**src/hw/isp_pkg.sv**
```systemverilog
// constants, register map and field layouts of the flash programming sequencer
package isp_pkg;
  // register indices; byte address is four times the index
  localparam logic [7:0] IDX_MODE_CTL = 8'h00_bf;
  localparam logic [7:0] IDX_OP_CTL = 8'h00_c7;
  localparam logic [7:0] IDX_ADDR_HI = 8'h00_c4;
  localparam logic [7:0] IDX_ADDR_LO = 8'h00_c5;
  localparam logic [7:0] IDX_DATA = 8'h00_c6;
  localparam logic [7:0] IDX_UNLOCK = 8'h00_f6;
  localparam logic [7:0] IDX_STATUS = 8'h00_c8;
  localparam int ADDR_W = 12;
  localparam int IDX_LSB = 2;
  // unlock key pair
  localparam logic [7:0] KEY_FIRST = 8'h0087;
  localparam logic [7:0] KEY_SECOND = 8'h0059;
  // flash command codes
  localparam logic [3:0] CMD_ERASE = 4'h2;
  localparam logic [3:0] CMD_PROG = 4'h1;
  localparam logic [3:0] CMD_READ = 4'h0;
  localparam logic BANK_APP = 1'b0;
  localparam logic BANK_LOADER = 1'b1;
  localparam logic [1:0] RESP_OKAY = 2'h0;
  localparam logic [1:0] RESP_SLVERR = 2'h2;
  localparam logic [7:0] BYTE_ZERO = 8'h0000;
  localparam logic [15:0] ADDR_ZERO = 16'h0000;
  localparam logic [31:0] WORD_ZERO = 32'h0000_0000;

  typedef struct packed {
    logic reboot;     // write: reboot request, read: forced loader boot
    logic [1:0] rsvd;
    logic aux_ram;
    logic [1:0] zero;
    logic loader_loc;
    logic prog_en;
  } isp_mode_ctl_t;

  typedef struct packed {
    logic rsvd;
    logic bank;
    logic oe_n;
    logic ce_n;
    logic [3:0] ctrl;
  } isp_op_ctl_t;

  localparam isp_mode_ctl_t MODE_CTL_RST = '0;
  localparam isp_op_ctl_t OP_CTL_RST = 8'h0030;

  typedef enum logic [1:0] {LOCK_CLOSED, LOCK_HALF, LOCK_OPEN} isp_lock_t;
  typedef enum logic [1:0] {OP_IDLE, OP_PENDING, OP_BUSY} isp_op_t;
endpackage

```
**src/hw/isp_flash_seq.sv**
```systemverilog
// in-system flash programming sequencer with an AXI4-Lite register slave
// What this block does
// - 87H then 59H unlocks mode control writes
// - any other unlock value relocks writes
// - mode control is locked after reset
// - program enable isp entry and flash operations need cpu idle
// - program enable enters isp at interrupt wake
// - isp mode fetches from the loader bank after strap entry, else from the bank of the loader location bit
// - switch to the loader bank clears the program counter
// - bits 0, 1, 7 together reboot the cpu
// - bit 7 reads one in forced loader boot
// - bit 4 switches the auxiliary ram
// - loader location bit sets the running bank at program enable isp entry
// - program enable low blocks queuing of every flash operation, read included; one already pending still runs
// - normal operation runs the application bank
// - address from two bytes, ignored by erase
// - data byte feeds program, returns read
// - bit 6 selects the target bank
// - erase 0010, program 0001, read 0000 encoding
`timescale 1ns/1ps
module isp_flash_seq (
  input wire logic ref_clk,                // 125 MHz core clock
  input wire logic rstn,                   // async reset, active low
  input wire logic [11:0] s_axi_awaddr,    // write address
  input wire logic s_axi_awvalid,          // write address valid
  output logic s_axi_awready,              // write address ready
  input wire logic [31:0] s_axi_wdata,     // write data
  input wire logic [3:0] s_axi_wstrb,      // write byte strobes
  input wire logic s_axi_wvalid,           // write data valid
  output logic s_axi_wready,               // write data ready
  output logic [1:0] s_axi_bresp,          // write response
  output logic s_axi_bvalid,               // write response valid
  input wire logic s_axi_bready,           // write response ready
  input wire logic [11:0] s_axi_araddr,    // read address
  input wire logic s_axi_arvalid,          // read address valid
  output logic s_axi_arready,              // read address ready
  output logic [31:0] s_axi_rdata,         // read data
  output logic [1:0] s_axi_rresp,          // read response
  output logic s_axi_rvalid,               // read data valid
  input wire logic s_axi_rready,           // read data ready
  input wire logic cpu_idle,               // cpu sits in idle mode
  input wire logic cpu_wake,               // interrupt wake from idle
  input wire logic loader_boot_strap,      // forced loader boot strap level
  output logic isp_mode,                   // device in programming mode
  output logic code_bank,                  // bank the cpu fetches from
  output logic pc_clear,                   // clear program counter, pulse
  output logic cpu_reset,                  // software reboot, pulse
  output logic aux_ram_on,                 // auxiliary ram enable
  output logic flash_start,                // operation start, pulse
  output logic [3:0] flash_cmd,            // flash control code
  output logic flash_bank,                 // target bank of operation
  output logic flash_output_enable_n,      // flash output enable
  output logic flash_chip_enable_n,        // flash chip enable
  output logic [15:0] flash_addr,          // flash byte address
  output logic [7:0] flash_wdata,          // byte to program
  input wire logic [7:0] flash_rdata,      // byte read back
  input wire logic flash_done              // operation finished, pulse
);
  logic aw_held_q;
  logic w_held_q;
  logic [7:0] aw_idx_q;
  logic [7:0] wbyte_q;
  logic wlane_q;
  logic wr_fire;
  logic wr_hit;
  logic rd_fire;
  logic [7:0] rd_idx;
  logic [7:0] rd_byte;
  logic rd_hit;
  isp_pkg::isp_lock_t lock_q;
  isp_pkg::isp_op_t op_q;
  isp_pkg::isp_mode_ctl_t mode_ctl_q;
  isp_pkg::isp_mode_ctl_t wr_mode;
  isp_pkg::isp_op_ctl_t op_ctl_q;
  logic [7:0] addr_hi_q;
  logic [7:0] addr_lo_q;
  logic [7:0] data_q;
  logic boot_q;
  logic strap_done_q;
  logic soft_rst_q;
  logic op_legal;
  logic op_is_read;

  assign cpu_reset = soft_rst_q;
  assign wr_mode = isp_pkg::isp_mode_ctl_t'(wbyte_q);

  //////////////////////////////////////////////////////////////////////////////
  // AXI4-Lite write side: address and data in either order, then response
  assign wr_fire = aw_held_q && w_held_q && !s_axi_bvalid;
  assign wr_hit = wr_fire && wlane_q;

  always_ff @(posedge ref_clk or negedge rstn) begin
    if (!rstn) begin
      aw_held_q <= 1'b0;
      aw_idx_q <= isp_pkg::BYTE_ZERO;
      s_axi_awready <= 1'b0;
    end else begin
      if (s_axi_awvalid && s_axi_awready) begin
        aw_held_q <= 1'b1;
        aw_idx_q <= s_axi_awaddr[isp_pkg::IDX_LSB +: 8];
      end else if (wr_fire) begin
        aw_held_q <= 1'b0;
      end
      s_axi_awready <= !aw_held_q && !(s_axi_awvalid && s_axi_awready);
    end
  end

  always_ff @(posedge ref_clk or negedge rstn) begin
    if (!rstn) begin
      w_held_q <= 1'b0;
      wbyte_q <= isp_pkg::BYTE_ZERO;
      wlane_q <= 1'b0;
      s_axi_wready <= 1'b0;
    end else begin
      if (s_axi_wvalid && s_axi_wready) begin
        w_held_q <= 1'b1;
        wbyte_q <= s_axi_wdata[7:0];
        wlane_q <= s_axi_wstrb[0];
      end else if (wr_fire) begin
        w_held_q <= 1'b0;
      end
      s_axi_wready <= !w_held_q && !(s_axi_wvalid && s_axi_wready);
    end
  end

  always_ff @(posedge ref_clk or negedge rstn) begin
    if (!rstn) begin
      s_axi_bvalid <= 1'b0;
      s_axi_bresp <= isp_pkg::RESP_OKAY;
    end else if (wr_fire) begin
      s_axi_bvalid <= 1'b1;
      unique case (aw_idx_q)
        isp_pkg::IDX_MODE_CTL, isp_pkg::IDX_OP_CTL, isp_pkg::IDX_ADDR_HI,
        isp_pkg::IDX_ADDR_LO, isp_pkg::IDX_DATA, isp_pkg::IDX_UNLOCK,
        isp_pkg::IDX_STATUS: s_axi_bresp <= isp_pkg::RESP_OKAY;
        default: s_axi_bresp <= isp_pkg::RESP_SLVERR;
      endcase
    end else if (s_axi_bready) begin
      s_axi_bvalid <= 1'b0;
    end
  end

  //////////////////////////////////////////////////////////////////////////////
  // AXI4-Lite read side: one cycle from address to data
  assign rd_fire = s_axi_arvalid && s_axi_arready;
  assign rd_idx = s_axi_araddr[isp_pkg::IDX_LSB +: 8];

  always_comb begin
    rd_hit = 1'b1;
    rd_byte = isp_pkg::BYTE_ZERO;
    unique case (rd_idx)
      isp_pkg::IDX_MODE_CTL: rd_byte = {boot_q, mode_ctl_q[6:0]};
      isp_pkg::IDX_OP_CTL: rd_byte = op_ctl_q;
      isp_pkg::IDX_ADDR_HI: rd_byte = addr_hi_q;
      isp_pkg::IDX_ADDR_LO: rd_byte = addr_lo_q;
      isp_pkg::IDX_DATA: rd_byte = data_q;
      isp_pkg::IDX_UNLOCK: rd_byte = {7'h00, lock_q == isp_pkg::LOCK_OPEN};
      isp_pkg::IDX_STATUS: rd_byte = {4'h0, op_q == isp_pkg::OP_BUSY,
                                      op_q == isp_pkg::OP_PENDING, isp_mode, boot_q};
      default: rd_hit = 1'b0;
    endcase
  end

  always_ff @(posedge ref_clk or negedge rstn) begin
    if (!rstn) begin
      s_axi_arready <= 1'b0;
      s_axi_rvalid <= 1'b0;
      s_axi_rdata <= isp_pkg::WORD_ZERO;
      s_axi_rresp <= isp_pkg::RESP_OKAY;
    end else begin
      s_axi_arready <= !s_axi_rvalid && !rd_fire;
      if (rd_fire) begin
        s_axi_rvalid <= 1'b1;
        s_axi_rdata <= {24'h00_0000, rd_byte};
        s_axi_rresp <= rd_hit ? isp_pkg::RESP_OKAY : isp_pkg::RESP_SLVERR;
      end else if (s_axi_rready) begin
        s_axi_rvalid <= 1'b0;
      end
    end
  end

  //////////////////////////////////////////////////////////////////////////////
  // unlock sequence for the mode control register
  always_ff @(posedge ref_clk or negedge rstn) begin
    if (!rstn) begin
      lock_q <= isp_pkg::LOCK_CLOSED;
    end else if (soft_rst_q) begin
      lock_q <= isp_pkg::LOCK_CLOSED;
    end else if (wr_hit && aw_idx_q == isp_pkg::IDX_UNLOCK) begin
      if (wbyte_q == isp_pkg::KEY_FIRST) begin
        lock_q <= (lock_q == isp_pkg::LOCK_OPEN) ? isp_pkg::LOCK_OPEN : isp_pkg::LOCK_HALF;
      end else if (wbyte_q == isp_pkg::KEY_SECOND) begin
        if (lock_q != isp_pkg::LOCK_CLOSED) begin
          lock_q <= isp_pkg::LOCK_OPEN;
        end
      end else begin
        lock_q <= isp_pkg::LOCK_CLOSED;
      end
    end
  end

  //////////////////////////////////////////////////////////////////////////////
  // mode control register and software reboot
  always_ff @(posedge ref_clk or negedge rstn) begin
    if (!rstn) begin
      mode_ctl_q <= isp_pkg::MODE_CTL_RST;
      soft_rst_q <= 1'b0;
    end else begin
      soft_rst_q <= 1'b0;
      if (soft_rst_q) begin
        mode_ctl_q <= isp_pkg::MODE_CTL_RST;
      end else if (wr_hit && aw_idx_q == isp_pkg::IDX_MODE_CTL &&
                   lock_q == isp_pkg::LOCK_OPEN) begin
        // the reboot bit is a trigger and never stored
        mode_ctl_q <= {1'b0, 2'b00, wr_mode.aux_ram, 2'b00, wr_mode.loader_loc,
                       wr_mode.prog_en};
        soft_rst_q <= wr_mode.reboot && wr_mode.loader_loc && wr_mode.prog_en;
      end
    end
  end

  always_ff @(posedge ref_clk or negedge rstn) begin
    if (!rstn) begin
      aux_ram_on <= 1'b0;
    end else begin
      aux_ram_on <= mode_ctl_q.aux_ram;
    end
  end

  // strap is caught by a clocked process after release, never by the reset
  always_ff @(posedge ref_clk or negedge rstn) begin
    if (!rstn) begin
      strap_done_q <= 1'b0;
      boot_q <= 1'b0;
    end else if (soft_rst_q) begin
      boot_q <= 1'b0; // reboot returns to normal operation
    end else if (!strap_done_q) begin
      strap_done_q <= 1'b1;
      boot_q <= loader_boot_strap;
    end
  end

  //////////////////////////////////////////////////////////////////////////////
  // programming mode entry and fetch bank
  always_ff @(posedge ref_clk or negedge rstn) begin
    if (!rstn) begin
      isp_mode <= 1'b0;
      code_bank <= isp_pkg::BANK_APP;
      pc_clear <= 1'b0;
    end else begin
      pc_clear <= 1'b0;
      if (soft_rst_q) begin
        isp_mode <= 1'b0;
        code_bank <= isp_pkg::BANK_APP;
      end else if (!strap_done_q && loader_boot_strap) begin
        isp_mode <= 1'b1;
        code_bank <= isp_pkg::BANK_LOADER;
        pc_clear <= 1'b1;
      end else if (!isp_mode && mode_ctl_q.prog_en && cpu_idle && cpu_wake) begin
        isp_mode <= 1'b1;
        code_bank <= mode_ctl_q.loader_loc;
        pc_clear <= mode_ctl_q.loader_loc;
      end
    end
  end

  //////////////////////////////////////////////////////////////////////////////
  // flash operation control and target registers
  always_ff @(posedge ref_clk or negedge rstn) begin
    if (!rstn) begin
      op_ctl_q <= isp_pkg::OP_CTL_RST;
      addr_hi_q <= isp_pkg::BYTE_ZERO;
      addr_lo_q <= isp_pkg::BYTE_ZERO;
    end else if (soft_rst_q) begin
      op_ctl_q <= isp_pkg::OP_CTL_RST;
      addr_hi_q <= isp_pkg::BYTE_ZERO;
      addr_lo_q <= isp_pkg::BYTE_ZERO;
    end else if (wr_hit) begin
      if (aw_idx_q == isp_pkg::IDX_OP_CTL) begin
        op_ctl_q <= {1'b0, wbyte_q[6:0]};
      end
      if (aw_idx_q == isp_pkg::IDX_ADDR_HI) begin
        addr_hi_q <= wbyte_q;
      end
      if (aw_idx_q == isp_pkg::IDX_ADDR_LO) begin
        addr_lo_q <= wbyte_q;
      end
    end
  end

  // read fills the data byte when the flash answers; software write otherwise
  always_ff @(posedge ref_clk or negedge rstn) begin
    if (!rstn) begin
      data_q <= isp_pkg::BYTE_ZERO;
    end else if (soft_rst_q) begin
      data_q <= isp_pkg::BYTE_ZERO;
    end else if (op_q == isp_pkg::OP_BUSY && flash_done && op_is_read) begin
      data_q <= flash_rdata;
    end else if (wr_hit && aw_idx_q == isp_pkg::IDX_DATA) begin
      data_q <= wbyte_q;
    end
  end

  // only the three documented command and enable combinations are run, and
  // never against the bank the cpu is fetching from
  always_comb begin
    op_is_read = flash_cmd == isp_pkg::CMD_READ;
    unique case (op_ctl_q.ctrl)
      isp_pkg::CMD_ERASE, isp_pkg::CMD_PROG: op_legal = op_ctl_q.oe_n && !op_ctl_q.ce_n;
      isp_pkg::CMD_READ: op_legal = !op_ctl_q.oe_n && !op_ctl_q.ce_n;
      default: op_legal = 1'b0;
    endcase
  end

  // a write of the control byte in programming mode queues the operation; it
  // runs once the cpu is idle so the cpu sees no bus conflict
  always_ff @(posedge ref_clk or negedge rstn) begin
    if (!rstn) begin
      op_q <= isp_pkg::OP_IDLE;
    end else if (soft_rst_q) begin
      op_q <= isp_pkg::OP_IDLE;
    end else begin
      unique case (op_q)
        isp_pkg::OP_IDLE: begin
          if (wr_hit && aw_idx_q == isp_pkg::IDX_OP_CTL && isp_mode &&
              mode_ctl_q.prog_en) begin
            op_q <= isp_pkg::OP_PENDING;
          end
        end
        isp_pkg::OP_PENDING: begin
          if (!op_legal || op_ctl_q.bank == code_bank) begin
            op_q <= isp_pkg::OP_IDLE;
          end else if (cpu_idle) begin
            op_q <= isp_pkg::OP_BUSY;
          end
        end
        isp_pkg::OP_BUSY: begin
          if (flash_done) begin
            op_q <= isp_pkg::OP_IDLE;
          end
        end
      endcase
    end
  end

  always_ff @(posedge ref_clk or negedge rstn) begin
    if (!rstn) begin
      flash_start <= 1'b0;
      flash_cmd <= isp_pkg::CMD_READ;
      flash_bank <= isp_pkg::BANK_APP;
      flash_output_enable_n <= 1'b1;
      flash_chip_enable_n <= 1'b1;
      flash_addr <= isp_pkg::ADDR_ZERO;
      flash_wdata <= isp_pkg::BYTE_ZERO;
    end else begin
      flash_start <= 1'b0;
      if (op_q == isp_pkg::OP_PENDING && op_legal && op_ctl_q.bank != code_bank &&
          cpu_idle && !soft_rst_q) begin
        flash_start <= 1'b1;
        flash_cmd <= op_ctl_q.ctrl;
        flash_bank <= op_ctl_q.bank;
        flash_output_enable_n <= op_ctl_q.oe_n;
        flash_chip_enable_n <= op_ctl_q.ce_n;
        flash_addr <= (op_ctl_q.ctrl == isp_pkg::CMD_ERASE) ? isp_pkg::ADDR_ZERO
                      : {addr_hi_q, addr_lo_q};
        flash_wdata <= data_q;
      end else if (op_q != isp_pkg::OP_BUSY || flash_done) begin
        flash_output_enable_n <= 1'b1;
        flash_chip_enable_n <= 1'b1;
      end
    end
  end
endmodule

```
**config.mk**
```make
export PLATFORM = sky130hd
export DESIGN_NAME = isp_flash_seq
export DESIGN_NICKNAME = d
export VERILOG_FILES = /design/src/hw/isp_pkg.sv /design/src/hw/isp_flash_seq.sv
export SDC_FILE = /design/constraint.sdc
export NUM_CORES = 1
export LEC_CHECK = 0
export BUFFER_PORTS_ARGS = -buffer_cell sky130_fd_sc_hd__buf_4
export CAP_MARGIN = 20
export CORE_MARGIN = 10
export CORE_UTILIZATION = 50
export DETAILED_ROUTE_END_ITERATION = 16
export PLACE_DENSITY = 0.86
export SLEW_MARGIN = 20
export SYNTH_ARGS = -nofsm -noshare
export SYNTH_HDL_FRONTEND = slang
export SYNTH_SLANG_ARGS = --single-unit
export TNS_END_PERCENT = 5
```
**constraint.sdc**
```tcl
create_clock -name ref_clk -period 6 [get_ports ref_clk]
set_input_delay 0 -clock ref_clk [delete_from_list [all_inputs] [get_ports ref_clk]]
set_output_delay 0 -clock ref_clk [all_outputs]
set_load 0.02 [all_outputs]
```
==> results of run 1 <==
-- layout make-up --
cell class / instances / area, sq um
clock buffer: 11 / 141
clock inverter: 5 / 56.3
fill: 802 / 3840
inverter: 25 / 93.8
multi-input combinational: 303 / 2130
sequential: 111 / 2780
tap: 136 / 170
timing repair buffer: 126 / 1010
-- per-layer routing --
metal | share of wire | GRT usage | vias to the layer above
met4 | 0.0095 | 0.0507 | 0
met3 | 0.098 | 0.0518 | 12
met5 | 0 | 0 | -
met1 | 0.39 | 0.231 | 1958
met2 | 0.50 | 0.305 | 188
li1 | - | - | 1793
-- worst max-delay path, delay by kind of cell, from the launching register on --
kind                     cells  cell delay, ns
flip-flops                   1            0.41
adder cells (fa/ha/maj)      1            0.17
buffers and inverters        2            0.56
AND/OR/NAND/NOR              3            1.02
multiplexers                 1            0.39
-- synth_stat cells, types with 2 or more instances --
cell and number:
nor4b_1 2, xor2_1 2, a21o_1 3, mux2i_1 34, nand4_1 2, nand3_1 20, clkbuf_1 10, mux2_2 36
nor2_1 39, o21ai_0 29, nor3_1 5, nand3b_1 2, o41ai_1 2, ha_1 3, a22oi_1 5, dfstp_2 4
buf_2 6, nand2_1 23, nor4bb_1 2, or4b_2 2, mux4_2 6, buf_4 28, nor2b_1 6, nor4_1 3
and2_1 2, o211ai_1 2, inv_1 25, nand4b_1 2, nor3b_1 3, and4b_1 2, buf_1 3, a21oi_1 15
nand2b_1 5, or3_1 4, dfrtp_1 107
-- flip-flops by register name, indices dropped and copies added (netlist names), 3 cells and up --
name         cells
mode_ctl_q       3
addr_lo_q        8
data_q           8
flash_cmd        4
wbyte_q          8
flash_addr      16
flash_wdata      8
addr_hi_q        8
s_axi_rdata      8
aw_idx_q         8
op_ctl_q         7
-- kinds of logic after synthesis --
kind of cell,after synthesis,share of synthesized area
AO/OA/AOI/OAI,66,0.0764
adder cells (fa/ha/maj),3,0.00723
other,1,0.000722
buffers and inverters,72,0.0737
flip-flops,111,0.536
XOR/XNOR,2,0.00337
multiplexers,76,0.170
AND/OR/NAND/NOR,130,0.133
-- power breakdown --
| group | internal (mW) | switching (mW) | total (mW) |
|---|---|---|---|
| clock | 0.205 | 0.256 | 0.461 |
| sequential | 0.857 | 0.161 | 1.02 |
| combinational | 0.196 | 0.200 | 0.395 |
-- worst paths after layout --
check	cells after the start	end	slack, ns
worst max-delay path	7	flash_bank	3.31
worst min-delay path	4	data_q[5]	0.002
worst max register to register	7	flash_bank	3.31
worst min register to register	0	aux_ram_on	0.42
max in group asynchronous	3	flash_addr[15]	4.65
min in group asynchronous	2	aw_idx_q[4]	0.17
-- timing repair --
action | 4_1_cts | 5_1_grt
endpoints found under the hold margin | 75 | 0
hold buffers | 27 | 0
setup buffers | 0 | 0
endpoints found under the setup margin | 0 | 0
gates resized for setup | 0 | 0
-- through the flow --
step           area, sq um  setup slack, ns  cells   util  hold WS, ns
2_1_floorplan         5290             3.97    486      -       -0.296
3_3_place_gp          5920             3.39    674  0.579       0.0547
3_5_place_dp          5920             3.35    674  0.579       0.0622
4_1_cts               6390             3.32    717  0.624      0.00649
5_1_grt               6390             3.10    717  0.624       0.0198
6_report              6390             3.31    717  0.624      0.00235
==> metrics.md, run 1 <==
| Metric | Value |
|---|---|
| Core Area | 10,200 sq um |
| CP startpoint kind | flip-flop |
| Fin crit period | 2.69 ns |
| Outcome | completed |
| Rows | 37 |
| Arrival time worst endpoint | 2.95 ns |
| Number of flops mapped to enable cells by yosys | 0 |
| Final GP Congestion | 0.918 |
| Seq/Total Area, Yosys | 0.536 |
| Largest cells by area after synthesis | dfrtp_1 52%, mux2_2 7.8%, mux2i_1 6.6% |
| Ys flop type | dfrtp_1 |
| Worst hold path class | in -> reg |
| Yosys warns | 0 |
| CTS Buf Count | 9 |
| Crit share post-route | 0.448 |
| DP Wirelength | 9.56 mm |
| Most frequent cells in the layout | 107 x dfrtp_1, 99 x buf_4, 39 x nor2_1 |
| Worst Tran Pin Value | 0.736 ns |
| Post-synthesis instance total | 461 |
| Starting Density | 0.508 |
| Largest net degree at the start of global routing | 62 |
| DRT Pass-1 Iters | 4 |
| Area growth syn-to-layout | 23.0% |
| CP Data Required Time | 6.27 ns |
| Die height | 122 microns |
| CP cell instances | inv_1, ha_1, nor4b_1, nand2_1, nor4b_4, buf_4, mux2_2 |
| First-pass GRT wire length | 21.9 mm |
| Top cell type's share of synthesized area | 0.516 |
| Synth Cell Area | 5190 sq um |
| Fmax | 0.372 GHz |
| Unrepaired setup endpoints after global routing | false |
| # DRC | 0 |
| Final hold vios | 0 |
| Critical path endpoint category | flip-flop |
| Drt wl/cell | 18.8 microns |
| Pleak | 3.07 nW |
| Max IR drop VDD | 292 uV |
| Antenna-violating nets left | 0 |
| Total power | 1.87 mW |
| Worst clock skew | 0.0124 ns |
| CP Max Fanout | 43 |
| Final wirelength | 13.5 mm |
| Avg Cell Area, Syn | 11.3 sq um |
| CTS root buf | clkbuf_8 |
| # port buffers | 95 |
| Initial antenna violation count | 0 |
| Rel. slew slack | 0.509 |
| Vias in the first global route | 4,098 |
| Clk slew on worst S/H paths | 0.11 ns |
| Total die area | 14,900 sq um |
| First-iteration detailed-routing DRC count | 328 |
| Vias | 3,951 |
| Clock Latency Late Sink | 0.38 ns |
| Share of post-route cells with drive strength above 1 | 0.286 |
| Post-synthesis cell type count | 52 |
| Number of synthesized register bits | 111 |
| CP Class | reg -> reg |
| Largest stage delay on the critical path | 0.52 ns |
| Pwr Density | 293 nW/um^2 |
| Via/cell ratio | 5.51 |
| Setup violators final | 0 |
| # diodes | 0 |
| Total global routing overflow | 0 |
| Die width | 122 microns |
| Slew Limit Fails | 0 |
| Max Buffers Root-to-Sink | 2 |
| H-Tree Depth | 3 |
| Max-cap violations | 0 |
| Yosys top cell by area | dfrtp_1 |
| Total Neg Setup Slack | 0 ns |
| Clk sink count | 111 |
| GRT Overall Usage | 0.184 |
| Crit Reg-Reg Startpoint | op_q[1] |
| Post-synth ARST share | 1.00 |
| Hold path startpoint | flash_rdata[5] |
| Commonest non-fill, non-tap cell in the layout | dfrtp_1 |
| CTS tree | done |
| CP max stage cell | nor4b_4 |
| CP Launch Point | op_q[1] |
| Final nets | 658 |
| IO Pins | 157 |
Note: power is estimated with default switching activity, not from simulation.
==> run 2: changes to the inputs <==
--- a/config.mk
+++ b/config.mk
@@ -8,9 +8,9 @@
 export BUFFER_PORTS_ARGS = -buffer_cell sky130_fd_sc_hd__buf_4
 export CAP_MARGIN = 20
 export CORE_MARGIN = 10
-export CORE_UTILIZATION = 50
+export CORE_UTILIZATION = 47
 export DETAILED_ROUTE_END_ITERATION = 16
-export PLACE_DENSITY = 0.86
+export PLACE_DENSITY = 0.85
 export SLEW_MARGIN = 20
 export SYNTH_ARGS = -nofsm -noshare
 export SYNTH_HDL_FRONTEND = slang
==> constraint.sdc (replaced) <==
create_clock -name ref_clk -period 2.2 [get_ports ref_clk]
set_input_delay 0 -clock ref_clk [delete_from_list [all_inputs] [get_ports ref_clk]]
set_output_delay 0 -clock ref_clk [all_outputs]
set_load 0.02 [all_outputs]
==> run 2 against run 1 <==
Compared with the run above: via count is essentially flat; critical endpoint is now flash_wdata[2]; final cell count up 2.5%; maximum frequency up 24%.
==> metrics.md, run 2 (same netlist as run 1, synthesis figures left out) <==
| Metric | Value |
|---|---|
| First-pass GRT wire length | 22.4 mm (+2.5%) |
| Worst clock skew | 0.0151 ns (+0.00274 ns) |
| Die width | 125 microns (+2.6%) |
| DRT Pass-1 Iters | 5 (+1) |
| H-Tree Depth | 3 (unchanged) |
| Via/cell ratio | 5.38 (-2.4%) |
| Unrepaired setup endpoints after global routing | true |
| Core Area | 10,800 sq um (+6.0%) |
| Net Switching | 1.74 mW (+180%) |
| Flip-flop count of the largest register after layout | 16 (unchanged) |
| CP startpoint kind | flip-flop |
| Cell area after layout | 6550 sq um (+2.6%) |
| Pleak | 3.16 nW (+2.8%) |
| IO Pins | 157 (unchanged) |
| CP max stage cell | dfrtp_1 |
| Most frequent cells in the layout | 112 x buf_4, 107 x dfrtp_1, 39 x nor2_1 |
| Area growth syn-to-layout | 26.2% |
| Initial antenna violation count | 0 (unchanged) |
| Crit-path leading delay family | simple AND/OR/NAND/NOR gates |
| WP buf/inv | 2 (unchanged) |
| Worst hold path class | in -> reg |
| Starting Density | 0.479 (-0.0285) |
| Clk pwr share | 0.244 (-0.002) |
| Logic gate share of total power | 0.246 (+0.035) |
| Rows | 38 (+2.7%) |
| DP Wirelength | 10.2 mm (+6.3%) |
| CP cell instances | inv_1, ha_1, nor4b_4, nand2_2, nor4b_4, buf_6, mux2_2 |
| Placed Area | 6070 sq um (+2.5%) |
| First-iteration detailed-routing DRC count | 410 (+25%) |
| Total die area | 15,700 sq um (+5.3%) |
| Final hold vios | 0 (unchanged) |
| Die height | 125 microns (+2.6%) |
| Commonest non-fill, non-tap cell in the layout | buf_4 |
| GRT Overall Usage | 0.172 (-0.0115) |
| Max-cap violations | 0 (unchanged) |
| Vias in the first global route | 4,239 (+3.4%) |
| Clock Latency Late Sink | 0.38 ns (about the same) |
| # diodes | 0 (unchanged) |
| Worst Tran Pin Value | 0.611 ns (-0.125 ns) |
| Clk slew on worst S/H paths | 0.11 ns (about the same) |
| CP Max Fanout | 7 (-84%) |
| Final nets | 672 (+2.1%) |
| Final GP Congestion | 0.923 (+0.49%) |
| Clk sink count | 111 (unchanged) |
| Sequential fraction of design power | 0.510 (-0.033) |
| Share of post-route cells with drive strength above 1 | 0.314 (+0.0286) |
| CP Data Required Time | 2.46 ns (-3.81 ns) |
| Rel. slew slack | 0.590 (+0.0805) |
| Antenna-violating nets left | 0 (unchanged) |
| Largest stage delay on the critical path | 0.44 ns (-0.08 ns) |
| # port buffers | 95 (unchanged) |
| Most frequent CP cell | nor4b_4 |
| Drt wl/cell | 18.6 microns (-1.3%) |
| CTS root buf | clkbuf_8 |
| Critical path endpoint category | flip-flop |
| CP Class | reg -> reg |
| Total global routing overflow | 0 (unchanged) |
| Max IR drop VDD | 584 uV (+100%) |
| Largest net degree at the start of global routing | 112 (+81%) |
| Fmax | 0.462 GHz (+24%) |
| Setup violators final | 0 (unchanged) |
| Arrival time worst endpoint | 2.43 ns (-0.52 ns) |
| CTS Buf Count | 9 (unchanged) |
| Slew Limit Fails | 0 (unchanged) |
| Fin crit period | 2.17 ns (-0.519 ns) |
| Outcome | completed |
| Final wirelength | 13.7 mm (+1.2%) |
| Top reg by flops | flash_addr |
| Vias | 3,952 (+0.025%) |
| # DRC | 0 (unchanged) |
| Hold_ws | 0.0108 ns (+0.00847 ns) |
| Pwr Density | 798 nW/um^2 (+170%) |
| Pint | 3.49 mW (+180%) |
| Sw Share | 0.332 (+0.00296) |
| Crit share post-route | 0.985 (+0.537) |
| CTS tree | done |
| Max Buffers Root-to-Sink | 2 (unchanged) |
## run 2: cell types whose count changed in the layout (fill, tap and decap cells not counted), sizes merged
cell	before	now
clkinvlp	1	2
dlygate4sd3	27	24
buf	99	116
inv	26	27
clkbuf	11	9
## run 2: worst register-to-register path, delay by kind of cell (launching register included)
kind,cells,cell delay [ns]
DFF,1,0.44
buffers and inverters,2,0.29
adders and majority gates,1,0.18
and+or+nand+nor,3,0.81
muxes,1,0.35
## run 2: through the flow
step                 util  setup TNS, ns  power, mW  setup WS (ns)  cells
floorplan               -              0       3.35          0.171    486
global placement    0.560          -1.09       3.85        -0.0967    694
detailed placement  0.560          -2.04       3.94         -0.145    694
CTS                 0.602              0       5.21        0.00818    735
global route        0.604         -0.682       5.48        -0.0587    735
finish              0.604              0       5.23         0.0335    735
## run 2: repair_timing
item | 4_1_cts | 5_1_grt
hold endpoints to repair | 130 | 0
gates resized for setup | 1 | 5
pin swaps | 1 | 1
buffers inserted | 1 | 0
hold buffers | 24 | 0
setup endpoints to repair | 22 | 41
## run 2: layout make-up
| type | count | area, sq um |
|---|---|---|
| multi-input combinational | 303 | 2150 |
| sequential | 111 | 2780 |
| timing repair buffer | 140 | 1140 |
| inverter | 25 | 93.8 |
| fill | 892 | 4290 |
| tap | 140 | 175 |
| clock buffer | 9 | 124 |
| clock inverter | 7 | 80.1 |
## run 2: power groups by stage
stage,clock network [mW],registers [mW],logic [mW]
after CTS,1.28,2.65,1.28
final,1.28,2.67,1.28
after detailed placement,0,2.69,1.24
after global placement,0,2.66,1.19
after global routing,1.38,2.71,1.40
after floorplan,0,2.71,0.647
## run 2: worst paths after layout
path	start	end	slack, ns	cells past startpoint
max	op_q[1]	flash_wdata[2]	0.03	7
max in group asynchronous	rstn	s_axi_rdata[2]	1.53	3
max reg2reg	op_q[1]	flash_wdata[2]	0.03	7
min reg2reg	mode_ctl_q[4]	aux_ram_on	0.42	0
min	flash_done	flash_chip_enable_n	0.01	4
min in group asynchronous	rstn	flash_wdata[2]	0.20	3
## run 2: routing by layer
metal	part of all wire	wire length, microns	global-route usage	up-vias
li1	-	-	-	1818
met4	0.021	281	0.0461	0
met5	0	0	0	-
met2	0.49	6720	0.288	172
met1	0.40	5490	0.207	1938
met3	0.086	1180	0.0613	24
==> run 3: changes to the inputs <==
--- a/config.mk
+++ b/config.mk
@@ -7,11 +7,10 @@
 export LEC_CHECK = 0
 export BUFFER_PORTS_ARGS = -buffer_cell sky130_fd_sc_hd__buf_4
 export CAP_MARGIN = 20
-export CORE_MARGIN = 10
-export CORE_UTILIZATION = 47
+export CORE_UTILIZATION = 50
 export DETAILED_ROUTE_END_ITERATION = 16
-export PLACE_DENSITY = 0.85
-export SLEW_MARGIN = 20
+export PLACE_DENSITY = 0.86
+export SLEW_MARGIN = 25
 export SYNTH_ARGS = -nofsm -noshare
 export SYNTH_HDL_FRONTEND = slang
 export SYNTH_SLANG_ARGS = --single-unit
==> constraint.sdc (replaced) <==
create_clock -name ref_clk -period 2.1 [get_ports ref_clk]
set_input_delay 0 -clock ref_clk [delete_from_list [all_inputs] [get_ports ref_clk]]
set_output_delay 0 -clock ref_clk [all_outputs]
set_load 0.02 [all_outputs]
==> run 3 against run 2 <==
Compared with the run above: critical path type unchanged; global-route usage increased by 7.6 points; largest power group unchanged; cell area is 1.9% higher; clock-buffer cell count is 2 higher.
==> metrics.md, run 3 (same netlist as run 1, synthesis figures left out) <==
| Metric | Value |
|---|---|
| Area growth syn-to-layout | 28.5% |
| Placed Area | 6100 sq um (+0.56%) |
| DRT Pass-1 Iters | 5 (unchanged) |
| Net Switching | 1.80 mW (+3.5%) |
| CP cell instances | inv_2, ha_2, nor4b_4, nand2_2, nor4b_4, buf_6, mux2_2 |
| Clock Latency Late Sink | 0.37 ns (about the same) |
| CP startpoint kind | flip-flop |
| Crit share post-route | 0.969 (-0.0155) |
| Arrival time worst endpoint | 2.30 ns (-0.13 ns) |
| Sw Share | 0.317 (-0.0153) |
| Vias in the first global route | 4,070 (-4.0%) |
| Starting Density | 0.524 (+0.0450) |
| First-iteration detailed-routing DRC count | 230 (-44%) |
| Clk sink count | 111 (unchanged) |
| CP Class | reg -> reg |
| Clk slew on worst S/H paths | 0.10 ns (about the same) |
| Die width | 104 microns (-17%) |
| Most frequent cells in the layout | 117 x buf_4, 107 x dfrtp_1, 39 x nor2_1 |
| CP Data Required Time | 2.36 ns (-0.10 ns) |
| Pleak | 3.22 nW (+2.0%) |
| Setup violators final | 0 (unchanged) |
| CP Max Fanout | 7 (unchanged) |
| Cell area after layout | 6670 sq um (+1.9%) |
| Pwr Density | 850 nW/um^2 (+6.5%) |
| IO Pins | 157 (unchanged) |
| First-pass GRT wire length | 20.9 mm (-6.9%) |
| # DRC | 0 (unchanged) |
| Total die area | 10,800 sq um (-31%) |
| GRT Overall Usage | 0.248 (+0.0760) |
| CTS Buf Count | 9 (unchanged) |
| Initial antenna violation count | 0 (unchanged) |
| CTS tree | done |
| Vias | 4,052 (+2.5%) |
| Largest stage delay on the critical path | 0.41 ns (-0.03 ns) |
| Worst clock skew | 0.0117 ns (-0.00335 ns) |
| Slew Limit Fails | 0 (unchanged) |
| Commonest non-fill, non-tap cell in the layout | buf_4 |
| Worst Tran Pin Value | 0.613 ns (+0.00231 ns) |
| Reg2reg setup slack | 0.06 ns (+0.03 ns) |
| Max Buffers Root-to-Sink | 2 (unchanged) |
| Most frequent CP cell | nor4b_4 |
| Sequential fraction of design power | 0.493 (-0.017) |
| Die height | 104 microns (-17%) |
| Rel. slew slack | 0.588 (-0.00155) |
| Via/cell ratio | 5.52 (+2.7%) |
| CTS root buf | clkbuf_8 |
| Worst hold path class | in -> reg |
| Total Neg Setup Slack | 0 ns (unchanged) |
| Final nets | 678 (+0.89%) |
| # port buffers | 95 (unchanged) |
| Max IR drop VDD | 818 uV (+40%) |
| Largest net degree at the start of global routing | 46 (-59%) |
| Share of post-route cells with drive strength above 1 | 0.331 (+0.0168) |
| Outcome | completed |
| Logic gate share of total power | 0.252 (+0.006) |
| Drt wl/cell | 17.8 microns (-4.2%) |
| Core Area | 9910 sq um (-8.6%) |
| Final GP Congestion | 0.890 (-3.5%) |
| DP Wirelength | 9.11 mm (-10%) |
| Max-cap violations | 0 (unchanged) |
| Critical path endpoint category | flip-flop |
| Total global routing overflow | 0 (unchanged) |
| Final hold vios | 0 (unchanged) |
| H-Tree Depth | 3 (unchanged) |
| CP max stage cell | dfrtp_1 |
| Fin crit period | 2.04 ns (-0.131 ns) |
| Flip-flop count of the largest register after layout | 16 (unchanged) |
| Top reg by flops | flash_addr |
| Fmax | 0.491 GHz (+6.4%) |
| Pint | 3.88 mW (+11%) |
| # diodes | 0 (unchanged) |
| Antenna-violating nets left | 0 (unchanged) |
| Hold_ws | 0.0371 ns (+0.0263 ns) |
| Clk pwr share | 0.255 (+0.011) |
| Rows | 36 (-5.3%) |
| Final wirelength | 13.1 mm (-4.4%) |
-- run 3: cell count changes in the layout (fill, tap and decap cells not counted), sizes merged --
cell / delta
buf: +6
inv: -2
clkinv: -1
clkbuf: +3
dlygate4sd3: -1
bufinv: +1
-- run 3: path summary, 6_finish.rpt --
check | from | to | depth (start not counted)
worst max-delay path | op_q[1] | flash_wdata[1] | 7
worst min-delay path | flash_rdata[1] | data_q[1] | 4
worst max register to register | op_q[1] | flash_wdata[1] | 7
worst min register to register | s_axi_rvalid | s_axi_arready | 1
max in group asynchronous | rstn | op_ctl_q[4] | 3
min in group asynchronous | rstn | lock_q[0] | 2
-- run 3: critical path: cells and delay by family, from the launching register on --
| kind | cells | cell delay (ns) |
|---|---|---|
| buffers and inverters | 2 | 0.27 |
| flip-flops | 1 | 0.41 |
| adder cells (fa/ha/maj) | 1 | 0.18 |
| AND/OR/NAND/NOR | 3 | 0.72 |
| multiplexers | 1 | 0.35 |
-- run 3: through the flow --
step / worst slack (ns) / total power [mW] / std cells / util
after floorplan: 0.0710 / 3.51 / 486 / -
after global routing: -0.0106 / 5.91 / 734 / 0.673
after global placement: -0.0869 / 4.07 / 691 / 0.616
final: 0.0645 / 5.67 / 734 / 0.673
after detailed placement: -0.168 / 4.15 / 691 / 0.616
after CTS: 0.0186 / 5.61 / 732 / 0.666
-- run 3: cell type report --
class / count / area, sq um
well taps: 133 / 166
fillers: 718 / 3240
repair buffers: 146 / 1220
inverters: 25 / 93.8
clock inverters: 5 / 80.1
multi-input cells: 303 / 2180
clock buffers: 11 / 151
flip-flops and latches: 111 / 2780
-- run 3: power by group through the flow --
stage | logic, mW | registers (mW) | clock network, mW
final | 1.43 | 2.80 | 1.45
after global routing | 1.54 | 2.84 | 1.53
after CTS | 1.39 | 2.77 | 1.45
after detailed placement | 1.34 | 2.81 | 0
after global placement | 1.29 | 2.79 | 0
after floorplan | 0.678 | 2.84 | 0
-- run 3: layer usage --
metal	part of all wire	track usage	up-vias	routed length, microns
met1	0.41	0.316	1982	5360
li1	-	-	1840	-
met2	0.51	0.429	198	6620
met4	0.026	0.0837	0	337
met5	0	0	-	0
met3	0.058	0.0439	32	764
-- run 3: what timing repair did --
action / in CTS / in global routing
setup endpoints to repair: 33 / 29
setup buffers: 2 / 1
pin swaps: 1 / 2
endpoints found under the hold margin: 62 / 0
hold buffers: 23 / 0
cloned: 0 / 1
gates resized for setup: 4 / 9
